## src/mag_ctrl_pkg.sv

```systemverilog
// constants shared by the magnetometer control and event-source logic
package mag_ctrl_pkg;

  // ****************************************
  // register map
  // ****************************************
  localparam logic [7:0] ctrl_three_addr = 8'h5D; // control_three_register
  localparam logic [7:0] event_src_addr = 8'h5E; // magnetometer_event_source
  localparam logic [7:0] ctrl_three_reset = 8'h00;
  localparam logic [7:0] event_src_reset = 8'h00;

  // ****************************************
  // control_three_register fields
  // ****************************************
  localparam int raw_mode_bit = 7; // 1: offsets not applied
  localparam int sleep_os_lsb = 4; // sleep_oversample_select[2:0]
  localparam int sleep_os_msb = 6;
  localparam int ths_update_bit = 3; // 1: only triggering axis reference
  localparam int z_selftest_bit = 2; // z_axis_selftest_enable
  localparam int xy_selftest_lsb = 0; // xy_axes_selftest_enable[1:0]
  localparam int xy_selftest_msb = 1;

  // ****************************************
  // magnetometer_event_source fields
  // ****************************************
  localparam int ths_flag_bit = 2;
  localparam int vecm_flag_bit = 1;
  localparam int drdy_flag_bit = 0;

  // ****************************************
  // oversample count versus output rate
  // ****************************************
  localparam int osr_count_w = 11; // up to 1024
  // row: output rate index 0..7 (1.56 Hz .. 800 Hz), column: oversample code 0..7
  localparam logic [10:0] osr_table [8][8] = '{
    '{11'h010, 11'h010, 11'h020, 11'h040, 11'h080, 11'h100, 11'h200, 11'h400},
    '{11'h004, 11'h004, 11'h008, 11'h010, 11'h020, 11'h040, 11'h080, 11'h100},
    '{11'h002, 11'h002, 11'h004, 11'h008, 11'h010, 11'h020, 11'h040, 11'h080},
    '{11'h002, 11'h002, 11'h002, 11'h002, 11'h004, 11'h008, 11'h010, 11'h020},
    '{11'h002, 11'h002, 11'h002, 11'h002, 11'h002, 11'h004, 11'h008, 11'h010},
    '{11'h002, 11'h002, 11'h002, 11'h002, 11'h002, 11'h002, 11'h004, 11'h008},
    '{11'h002, 11'h002, 11'h002, 11'h002, 11'h002, 11'h002, 11'h002, 11'h004},
    '{11'h002, 11'h002, 11'h002, 11'h002, 11'h002, 11'h002, 11'h002, 11'h002}
  };

endpackage : mag_ctrl_pkg

```

## src/mag_control_and_event_source.sv

```systemverilog
// control register three and event-source register of the magnetometer
`timescale 1ns/1ps
`default_nettype none
module mag_control_and_event_source
  import mag_ctrl_pkg::*;
#(
  parameter int width = 16
) (
  // clock and reset
  input wire logic clock,
  input wire logic rst_b,
  // register access
  input wire logic [7:0] reg_addr,
  input wire logic reg_wr,
  input wire logic [7:0] reg_wdata,
  input wire logic reg_rd,
  output logic [7:0] reg_rdata,
  // magnetic samples, one set per output cycle
  input wire logic [2:0][width-1:0] sample_in,
  input wire logic sample_valid,
  input wire logic data_read,
  // offset registers and calibration
  input wire logic [2:0] offset_wr,
  input wire logic [width-1:0] offset_wdata,
  input wire logic acal_en,
  input wire logic [2:0][width-1:0] max_in,
  input wire logic [2:0][width-1:0] min_in,
  // detector events
  input wire logic [2:0] ths_axis_event,
  input wire logic vecm_detect,
  input wire logic vecm_latch_en,
  // oversample selection
  input wire logic [2:0] odr_index,
  input wire logic [2:0] normal_oversample,
  input wire logic auto_sleep,
  // results
  output logic [2:0][width-1:0] sample_out,
  output logic [2:0][width-1:0] offset_out,
  output logic [2:0][width-1:0] ref_out,
  output logic [2:0] active_oversample,
  output logic [osr_count_w-1:0] oversample_count,
  output logic z_selftest_on,
  output logic xy_selftest_on
);

  // ****************************************
  // state
  // ****************************************
  logic [7:0] ctrl_ff; // control_three_register
  logic [7:0] nxt_ctrl;
  logic ths_flag_ff; // threshold event seen
  logic nxt_ths_flag;
  logic vecm_flag_ff; // vector-magnitude event seen
  logic nxt_vecm_flag;
  logic drdy_flag_ff; // fresh data waiting
  logic nxt_drdy_flag;
  logic [7:0] rdata_ff; // read data appears one cycle after the read and holds until the next read
  logic [7:0] nxt_rdata;
  logic [2:0] os_ff; // oversample code in force
  logic [2:0] nxt_os;
  logic [osr_count_w-1:0] os_count_ff; // looked-up oversample count
  logic [osr_count_w-1:0] nxt_os_count;
  logic st_z_ff; // z self-test drive
  logic nxt_st_z;
  logic st_xy_ff; // x and y self-test drive
  logic nxt_st_xy;

  // ****************************************
  // decode
  // ****************************************
  logic ctrl_hit; // access targets the control register
  logic src_hit; // access targets the event-source register
  logic src_read; // read of the event-source register
  logic [7:0] src_value; // assembled event-source byte
  logic ths_any; // any axis tripped the threshold
  logic [2:0] ref_load; // per-axis reference refresh

  assign ctrl_hit = (reg_addr == ctrl_three_addr);
  assign src_hit = (reg_addr == event_src_addr);
  assign src_read = reg_rd && src_hit;
  assign ths_any = |ths_axis_event;

  // event-source byte, spare bits tied low
  always_comb begin
    src_value = event_src_reset;
    src_value[ths_flag_bit] = ths_flag_ff;
    src_value[vecm_flag_bit] = vecm_flag_ff;
    src_value[drdy_flag_bit] = drdy_flag_ff;
  end

  // ****************************************
  // control register and read path
  // ****************************************
  // one write port; reads of unmapped addresses return zero
  always_comb begin
    nxt_ctrl = ctrl_ff;
    nxt_rdata = rdata_ff;
    if (reg_wr && ctrl_hit) begin
      nxt_ctrl = reg_wdata;
    end
    if (reg_rd) begin
      if (ctrl_hit) begin
        nxt_rdata = ctrl_ff;
      end else if (src_hit) begin
        nxt_rdata = src_value;
      end else begin
        nxt_rdata = 8'h00;
      end
    end
  end

  always_ff @(posedge clock or negedge rst_b) begin
    if (!rst_b) begin
      ctrl_ff <= ctrl_three_reset;
      rdata_ff <= 8'h00;
    end else begin
      ctrl_ff <= nxt_ctrl;
      rdata_ff <= nxt_rdata;
    end
  end

  assign reg_rdata = rdata_ff;

  // ****************************************
  // event flags
  // ****************************************
  // a new event in the clearing cycle wins, so no event is lost to a read
  always_comb begin
    nxt_ths_flag = ths_flag_ff;
    nxt_vecm_flag = vecm_flag_ff;
    nxt_drdy_flag = drdy_flag_ff;
    // threshold: sticky until the source register is read
    if (ths_any) begin
      nxt_ths_flag = 1'b1;
    end else if (src_read) begin
      nxt_ths_flag = 1'b0;
    end
    // vector magnitude: sticky when latched, real time otherwise
    if (vecm_latch_en) begin
      if (vecm_detect) begin
        nxt_vecm_flag = 1'b1;
      end else if (src_read) begin
        nxt_vecm_flag = 1'b0;
      end
    end else begin
      nxt_vecm_flag = vecm_detect;
    end
    // new data: set per sample set, cleared when output data is read
    if (sample_valid) begin
      nxt_drdy_flag = 1'b1;
    end else if (data_read) begin
      nxt_drdy_flag = 1'b0;
    end
  end

  always_ff @(posedge clock or negedge rst_b) begin
    if (!rst_b) begin
      ths_flag_ff <= 1'b0;
      vecm_flag_ff <= 1'b0;
      drdy_flag_ff <= 1'b0;
    end else begin
      ths_flag_ff <= nxt_ths_flag;
      vecm_flag_ff <= nxt_vecm_flag;
      drdy_flag_ff <= nxt_drdy_flag;
    end
  end

  // ****************************************
  // oversample and self-test
  // ****************************************
  // one cycle behind the control register, two after the control write; the sensor reacts far slower
  always_comb begin
    if (auto_sleep) begin
      nxt_os = ctrl_ff[sleep_os_msb:sleep_os_lsb];
    end else begin
      nxt_os = normal_oversample;
    end
    nxt_os_count = osr_table[odr_index][nxt_os];
    nxt_st_z = ctrl_ff[z_selftest_bit];
    nxt_st_xy = |ctrl_ff[xy_selftest_msb:xy_selftest_lsb];
  end

  always_ff @(posedge clock or negedge rst_b) begin
    if (!rst_b) begin
      os_ff <= 3'h0;
      os_count_ff <= osr_count_w'(0);
      st_z_ff <= 1'b0;
      st_xy_ff <= 1'b0;
    end else begin
      os_ff <= nxt_os;
      os_count_ff <= nxt_os_count;
      st_z_ff <= nxt_st_z;
      st_xy_ff <= nxt_st_xy;
    end
  end

  assign active_oversample = os_ff;
  assign oversample_count = os_count_ff;
  assign z_selftest_on = st_z_ff;
  assign xy_selftest_on = st_xy_ff;

  // ****************************************
  // per-axis sample paths
  // ****************************************
  // all axes refresh together, or only the tripping ones
  always_comb begin
    if (ctrl_ff[ths_update_bit]) begin
      ref_load = ths_axis_event;
    end else begin
      ref_load = {3{ths_any}};
    end
  end

  for (genvar a = 0; a < 3; a++) begin : g_axis
    mag_axis_path #(
      .width(width)
    ) u_axis (
      .clock(clock),
      .rst_b(rst_b),
      .sample_in(sample_in[a]),
      .sample_valid(sample_valid),
      .raw_mode(ctrl_ff[raw_mode_bit]),
      .offset_wr(offset_wr[a]),
      .offset_wdata(offset_wdata),
      .acal_en(acal_en),
      .max_in(max_in[a]),
      .min_in(min_in[a]),
      .ref_load(ref_load[a]),
      .sample_out(sample_out[a]),
      .offset_out(offset_out[a]),
      .ref_out(ref_out[a])
    );
  end

  // ****************************************
  // checks
  // ****************************************
  sleep_os_select_a: assert property (
    @(posedge clock) disable iff (!rst_b)
    auto_sleep |=> os_ff == $past(ctrl_ff[sleep_os_msb:sleep_os_lsb]))
    else $error("sleep oversample not used");

  ref_all_axes_a: assert property (
    @(posedge clock) disable iff (!rst_b)
    !ctrl_ff[ths_update_bit] && ths_any |-> ref_load == 3'h7)
    else $error("not all references refreshed");

  ref_one_axis_a: assert property (
    @(posedge clock) disable iff (!rst_b)
    ctrl_ff[ths_update_bit] |-> ref_load == ths_axis_event)
    else $error("wrong axis reference refreshed");

  selftest_follow_a: assert property (
    @(posedge clock) disable iff (!rst_b)
    reg_wr && ctrl_hit ##1 1'b1 |=> z_selftest_on == $past(reg_wdata[z_selftest_bit], 2))
    else $error("z self-test does not follow write");

  xy_selftest_a: assert property (
    @(posedge clock) disable iff (!rst_b)
    reg_wr && ctrl_hit && reg_wdata[1:0] == 2'b00 ##2 1'b1 |-> !xy_selftest_on)
    else $error("xy self-test on with zero field");

  rate_800_count_a: assert property (
    @(posedge clock) disable iff (!rst_b)
    odr_index == 3'h7 |=> oversample_count == osr_count_w'(2))
    else $error("800 Hz count not two");

  ths_flag_set_a: assert property (
    @(posedge clock) disable iff (!rst_b)
    ths_any |=> ths_flag_ff ##1 (ths_flag_ff || $past(src_read)))
    else $error("threshold flag lost");

  vecm_hold_a: assert property (
    @(posedge clock) disable iff (!rst_b)
    vecm_latch_en && vecm_flag_ff && !src_read |=> vecm_flag_ff)
    else $error("latched vector flag dropped unread");

  vecm_live_a: assert property (
    @(posedge clock) disable iff (!rst_b)
    !vecm_latch_en |=> vecm_flag_ff == $past(vecm_detect))
    else $error("vector flag not real time");

  drdy_set_a: assert property (
    @(posedge clock) disable iff (!rst_b)
    sample_valid ##1 reg_rd && src_hit |=> reg_rdata[drdy_flag_bit])
    else $error("new-data flag missing");

  spare_zero_a: assert property (
    @(posedge clock) disable iff (!rst_b)
    $past(src_read) |-> reg_rdata[7:3] == 5'h00)
    else $error("spare source bits not zero");

endmodule : mag_control_and_event_source
`default_nettype wire

```

## src/mag_axis_path.sv

```systemverilog
// one magnetic axis: offset store, auto-calibration, offset apply, reference
`timescale 1ns/1ps
`default_nettype none
module mag_axis_path #(
  parameter int width = 16
) (
  // clock and reset
  input wire logic clock,
  input wire logic rst_b,
  // sample stream
  input wire logic [width-1:0] sample_in,
  input wire logic sample_valid,
  input wire logic raw_mode,
  // offset register access
  input wire logic offset_wr,
  input wire logic [width-1:0] offset_wdata,
  // auto-calibration
  input wire logic acal_en,
  input wire logic [width-1:0] max_in,
  input wire logic [width-1:0] min_in,
  // threshold reference refresh
  input wire logic ref_load,
  // results
  output logic [width-1:0] sample_out,
  output logic [width-1:0] offset_out,
  output logic [width-1:0] ref_out
);

  logic [width-1:0] offset_ff; // stored hard-iron offset
  logic [width-1:0] nxt_offset;
  logic [width-1:0] sample_ff; // output sample
  logic [width-1:0] nxt_sample;
  logic [width-1:0] ref_ff; // threshold reference
  logic [width-1:0] nxt_ref;
  logic signed [width:0] mid_sum; // one bit wider so max+min never wraps

  // ****************************************
  // next values
  // ****************************************
  always_comb begin
    mid_sum = $signed({max_in[width-1], max_in}) + $signed({min_in[width-1], min_in});
    nxt_offset = offset_ff;
    nxt_sample = sample_ff;
    nxt_ref = ref_ff;
    // a software write wins over calibration in the same cycle
    if (offset_wr) begin
      nxt_offset = offset_wdata;
    end else if (acal_en && sample_valid) begin
      nxt_offset = width'(mid_sum >>> 1);
    end
    if (sample_valid) begin
      if (raw_mode) begin
        nxt_sample = sample_in;
      end else begin
        nxt_sample = sample_in - offset_ff;
      end
    end
    // reference takes the current output sample, compensated or raw as raw_mode selects
    if (ref_load) begin
      nxt_ref = sample_ff;
    end
  end

  // ****************************************
  // registers
  // ****************************************
  always_ff @(posedge clock or negedge rst_b) begin
    if (!rst_b) begin
      offset_ff <= '0;
      sample_ff <= '0;
      ref_ff <= '0;
    end else begin
      offset_ff <= nxt_offset;
      sample_ff <= nxt_sample;
      ref_ff <= nxt_ref;
    end
  end

  assign sample_out = sample_ff;
  assign offset_out = offset_ff;
  assign ref_out = ref_ff;

  // ****************************************
  // checks
  // ****************************************
  raw_passthrough_a: assert property (
    @(posedge clock) disable iff (!rst_b)
    sample_valid && raw_mode |=> sample_ff == $past(sample_in))
    else $error("raw sample altered");

  offset_applied_a: assert property (
    @(posedge clock) disable iff (!rst_b)
    sample_valid && !raw_mode |=> sample_ff == $past(sample_in) - $past(offset_ff))
    else $error("offset not subtracted");

endmodule : mag_axis_path
`default_nettype wire

```

## config.mk

```make
export PLATFORM = sky130hd
export DESIGN_NAME = mag_control_and_event_source
export DESIGN_NICKNAME = d
export VERILOG_FILES = /design/src/mag_ctrl_pkg.sv /design/src/mag_control_and_event_source.sv /design/src/mag_axis_path.sv
export SDC_FILE = /design/constraint.sdc
export NUM_CORES = 1
export LEC_CHECK = 0
export BUFFER_PORTS_ARGS = -buffer_cell sky130_fd_sc_hd__buf_2
export CORE_MARGIN = 1
export CORE_UTILIZATION = 35
export CTS_CLUSTER_DIAMETER = 120
export DETAILED_ROUTE_END_ITERATION = 8
export SYNTH_ARGS = -nofsm -noshare
export SYNTH_HDL_FRONTEND = slang
export SYNTH_SLANG_ARGS = --single-unit
export TNS_END_PERCENT = 10
```

## constraint.sdc

```tcl
create_clock -name clock -period 2.6 [get_ports clock]
set_input_delay 0.13 -clock clock [delete_from_list [all_inputs] [get_ports clock]]
set_output_delay 0.13 -clock clock [all_outputs]
set_load 0.02 [all_outputs]
```

[Word level (Yosys, flattened, before mapping)]
Memories as Yosys holds them, arrays and structs flattened.
Index checks and enable logic that the tools add are counted.
Storage, ports and cells
  flip-flop bits (word level): 179
  memory bits (read-only): 704
  logic and storage cells: 66
  memories kept: 1
Memory list
  (no name shown): depth 8, bits a word 88, read ports 1, clocked after Yosys merged registers in 0, wr ports 0, line mag_control_and_event_source.sv:178  | nxt_os_count = osr_table[odr_index][nxt_os];
Operators by class
  $add $sub $neg: 6
  order comparisons: 2
  eq/ne operators: 3
  multiplexer cells: 24
  bitwise gates (word level): 2
  reductions and logical operators: 10
Operators with widths (count)
  two-way mux 88 bit: 2
  two-way mux 16 bit: 9
  adder 16 x 16 -> 17 bit: 3
  subtractor 16 bit: 3
  binary-select mux 11 bit (select 3 bit): 1
  two-way mux 11 bit: 2
  equality test 8 x 7 -> 1 bit (second input constant): 2
  nonzero test 2 bit: 5
  two-way mux 3 bit: 3
  >= comparator 4 bit (second input constant): 2
  two-way mux 8 bit: 1
  inverter 3 -> 4 bit: 2
  two-way mux 1 bit: 6
  logical AND 1 bit: 3
  inequality test 3 x 2 -> 1 bit (second input constant): 1
  OR reduction 3 bit: 1
  OR reduction 2 bit: 1

[Longest topological paths before layout]
  depth after elaboration: 7
  mapped depth: 11

[By module]
Synthesis repeated with hierarchy kept, for this count alone.
Unflattened totals
  cells, all modules: 1421
  area total of the unflattened synthesis: 12809.8 sq um
Modules (own cells, without submodules)
  mag_axis_path at g_axis[0].u_axis ...: times used 2, cells each 424, area an instance 3764.9 sq um, sequential area each 1201.2 sq um
  mag_axis_path at g_axis[2].u_axis: times used 1, cells each 417, area an instance 3667.3 sq um, sequential area each 1201.2 sq um
  mag_control_and_event_source: times used 1, cells each 156, area an instance 1612.8 sq um, sequential area each 850.8 sq um

[Least setup slack after synthesis]
OpenSTA, ideal clock, no wires.
  kind: reg2reg
  start: reg g_axis[2].u_axis.offset_ff[0]
  end: reg g_axis[2].u_axis.sample_ff[14]
  library setup time: 0.144 ns
  arrival: 2.446 ns
  required time: 2.456 ns
  setup slack: 0.010 ns
  cell stages (with the launch flop): 11
  clock period less this slack: 2.590 ns
  cells stage by stage: dfrtp_1 -> ha_1 -> fa_1 -> and2b_1 -> o21ai_1 -> a21boi_0 -> nor4_1 -> o31ai_1 -> a221oi_1 -> xor2_1 -> o221ai_1
Between the ends
  word-level cells in the longest chain between the ends: 2
RTL lines
  start, declared: line mag_axis_path.sv:29  | logic [width-1:0] offset_ff;
  start signal, assigned: line mag_axis_path.sv:73  | offset_ff <= nxt_offset;
  subtractor 16 bit: line mag_axis_path.sv:55  | nxt_sample = sample_in - offset_ff;
  two-way mux 16 bit: line mag_axis_path.sv:52  | if (raw_mode) begin
  end signal, assigned: line mag_axis_path.sv:74  | sample_ff <= nxt_sample;
  end, declared: line mag_axis_path.sv:31  | logic [width-1:0] sample_ff;
Every way passes these cells.
A chain may end at the register's enable or synchronous reset.

[Worst setup path in the final report]
Same ends and word-level chain as after synthesis.

==> flow_summary.toml <==
[power_and_ir_drop]
p_leak_nw = 7.190
powerDensity_nw_per_um2 = 663.6
vdd_drop_max_uv = 456.2

[route]
drcViolationCount = 0
wirelength_um = 37820
drt-initial-drc-count = 587
vias_per_cell = 5.093
ant_nets = 0
route.detailed.wl_per_inst_um = 17.88
dr.pass1.iters = 5
num_vias = 10770

[place]
dpl.hpwl_um = 30300
gp_congestion = 0.9139
pre_cts_ws_ps = 49.50
port_buffers = 364
place_inst = 2043

[grt]
grtUsageTotal_pct = 22.19
grt_first_pass_wirelength_um = 56970
overflow = 0
grt_start_max_net_pins = 69
first_global_vias = 10250
antenna_found_initial = 10

[setup_path]
crit_required_ps = 2900
reg2reg_depth = 11
path_class = "flop to flop"
timing.rr.start = "g_axis[2].u_axis.offset_out[0]$_DFFE_PN0P_"
cp-start-kind = "flop"
crit_fanout = 3
r2r_slack_ps = 130
worst_setup_path_end_kind = "flop"
crit_arrival_ps = 2770
timing.rr.end = "g_axis[2].u_axis.sample_out[14]$_DFFE_PN0P_"

[cts]
htree_num_levels = 4
cts.sinks = 178
root_buffer = "clkbuf_16"
insertion_delay_ps = 450
numCtsBuffers = 17
cts_buffer_depth = 2
cts_tree = "built"
clkTransAtPathRegs_ps = 80

[job]
max-cap-violations = 0

[logic_synthesis]
post-synth-top-area-fraction_pct = 38.42
yosys.area.top_type = "dfrtp_1"
synthDistinctLibCells = 77
ys_seq_area_share_pct = 38.42
syn-cell-area_um2 = 11590
ys_top_cells_by_area = "dfrtp_1, ha_1, a21oi_1, mux2_2, o21ai_0"
async_flop_share_pct = 100.0
ys.flop_type = "dfrtp_1"
syn-num-nets = 1552
synth_edf_count = 0
synth_area_per_cell_um2 = 9.215
syn_inst = 1258
synth-seq-cells = 178
yosysWarnings = 0

[sta]
relSlewSlack_pct = 56.72
layout_min_cycle_time_ps = 2467
setup_viol = 0
period_share_pct = 94.87
maxSlewViolCount = 0
hold_ws_ps = 16.67
fmax_mhz = 405.4
worstMarginPinSlew_ps = 646.9
hold_viol = 0
clock_skew_ps = 16.68
rsz0062_at_grt = "yes"
setup_ws_ps = 133.4

[worst_hold_path]
whs_path_depth = 3
min_from = "sample_in[4]"
min_to = "g_axis[0].u_axis.sample_out[4]$_DFFE_PN0P_"
hp-class = "primary input to flop"

[cells_and_area]
layout.cells.non_filler = 2115
drive_gt1_share_pct = 30.85
final_nets = 1947
finalCoreUtilization_pct = 46.07
area_growth_pct = 29.29

[floorplanning]
die_y_um = 184.0
ios = 366
core_area_um2 = 32540
initial_core_util_pct = 35.63
die_x_um = 184.0
fp-row-count = 66
dieArea_um2 = 33850

[outcome]
status = "completed"
[layout make-up]
| type | instances | area, um2 |
|---|---|---|
| Antenna cell | 7 | 17.52 |
| Clock buffer | 19 | 432.9 |
| Clock inverter | 13 | 128.9 |
| Fill cell | 3258 | 17550 |
| Inverter | 86 | 322.8 |
| Multi-Input combinational cell | 944 | 6674 |
| Sequential cell | 178 | 4456 |
| Tap cell | 442 | 553.0 |
| Timing Repair Buffer | 426 | 2404 |
[cell usage in the layout, fill, tap and decap left out, types with 33 or more instances in the layout]
cell and n:
dlygate4sd3_1 33, a21oi_1 133, xnor2_1 44, o21ai_0 81
buf_2 363, ha_1 90, inv_1 84, mux2_2 58
nand2_1 93, nor2_1 106, dfrtp_1 177
[per-stage QoR]
stage | setup TNS [ps] | power, mW | area (um2)
after detailed placement | 0 | 7.384 | 14030
after CTS | 0 | 9.996 | 14920
after global routing | -21.59 | 10.54 | 14980
final | 0 | 9.946 | 14990
after global placement | 0 | 7.323 | 14030
after floorplan | 0 | 5.976 | 11590
[flip-flops by register name, indices dropped and copies added, names as in the netlist, 3 cells and up]
register and count:
g_axis.u_axis.sample_out 48, reg_rdata 8, active_oversample 3, g_axis.u_axis.ref_out 48, g_axis.u_axis.offset_out 48, ctrl_ff 8, oversample_count 10
[how the worst max path moves through the flow]
| stage | from | end | slack [ps] | cells past startpoint |
|---|---|---|---|---|
| 2_1_floorplan | g_axis[2].u_axis.offset_out[0]$_DFFE_PN0P_ | g_axis[2].u_axis.sample_out[14]$_DFFE_PN0P_ | 10 | 10 |
| 3_3_place_gp | max_in[32] | g_axis[2].u_axis.offset_out[15]$_DFFE_PN0P_ | 120 | 11 |
| 3_5_place_dp | g_axis[2].u_axis.offset_out[0]$_DFFE_PN0P_ | g_axis[2].u_axis.sample_out[14]$_DFFE_PN0P_ | 50 | 11 |
| 4_1_cts | g_axis[2].u_axis.offset_out[0]$_DFFE_PN0P_ | g_axis[2].u_axis.sample_out[14]$_DFFE_PN0P_ | 30 | 11 |
| 5_1_grt | g_axis[2].u_axis.offset_out[0]$_DFFE_PN0P_ | g_axis[2].u_axis.sample_out[14]$_DFFE_PN0P_ | -20 | 11 |
| 6_report | g_axis[2].u_axis.offset_out[0]$_DFFE_PN0P_ | g_axis[2].u_axis.sample_out[14]$_DFFE_PN0P_ | 130 | 11 |
[cells by family after synthesis]
family	count (synthesis)	share of synthesized area (%)
other cells	1	0.03235
simple gates	318	12.84
xor+xnor	67	5.062
buf+inv	136	4.458
mux	86	8.052
fa+ha+maj	96	10.75
flops	178	38.42
compound gates	376	20.38
[repair_timing]
item | 4_1_cts | 5_1_grt
hold endpoints to repair | 105 | 0
gates resized for setup | 1 | 13
setup endpoints to repair | 1 | 14
setup buffers | 0 | 0
pin swaps | 0 | 3
hold buffers | 33 | 0
[routing by layer]
metal / vias to the layer above / part of all wire (%) / global-route usage (%) / wire length, um
li1: 5298 / - / - / -
met1: 5070 / 44 / 28.70 / 16790
met2: 347 / 47 / 36.64 / 17960
met3: 48 / 6.2 / 5.151 / 2328
met4: 8 / 1.8 / 6.667 / 689
met5: - / 0.13 / 0 / 48
[synthesized netlist by cell type (all sizes together), types with 4 or more instances]
cell    number
a211oi      18
a21boi       5
a21o        32
a21oi      135
a22oi        6
a31oi       16
a41oi        4
and2         6
and3        11
buf          9
clkbuf      41
dfrtp      178
fa           6
ha          90
inv         84
mux2        58
mux2i       28
nand2       94
nand2b      13
nand3       10
nand3b       5
nor2       106
nor2b       13
nor3        26
nor3b        7
o211ai       4
o21a        12
o21ai       92
o21bai       7
o221ai       7
o31a         4
o31ai        7
or3          7
xnor2       44
xor2        23
[power by group]
group / internal, mW / switching, mW
Combinational: 1.51 / 2.20
Sequential: 3.27 / 0.413
Clock: 1.34 / 1.21
Total: 6.12 / 3.83
[worst max-delay path, stage by stage, from the launching register on]
cell and delay (ps):
dfrtp_1 370, ha_1 200, fa_2 220, and2b_1 190, o21ai_1 200, a21boi_2 100
nor4_2 190, o31ai_1 110, buf_4 160, a221oi_2 290, xor2_1 180, o221ai_1 110
No activity file was read; power rests on OpenSTA's default activity.
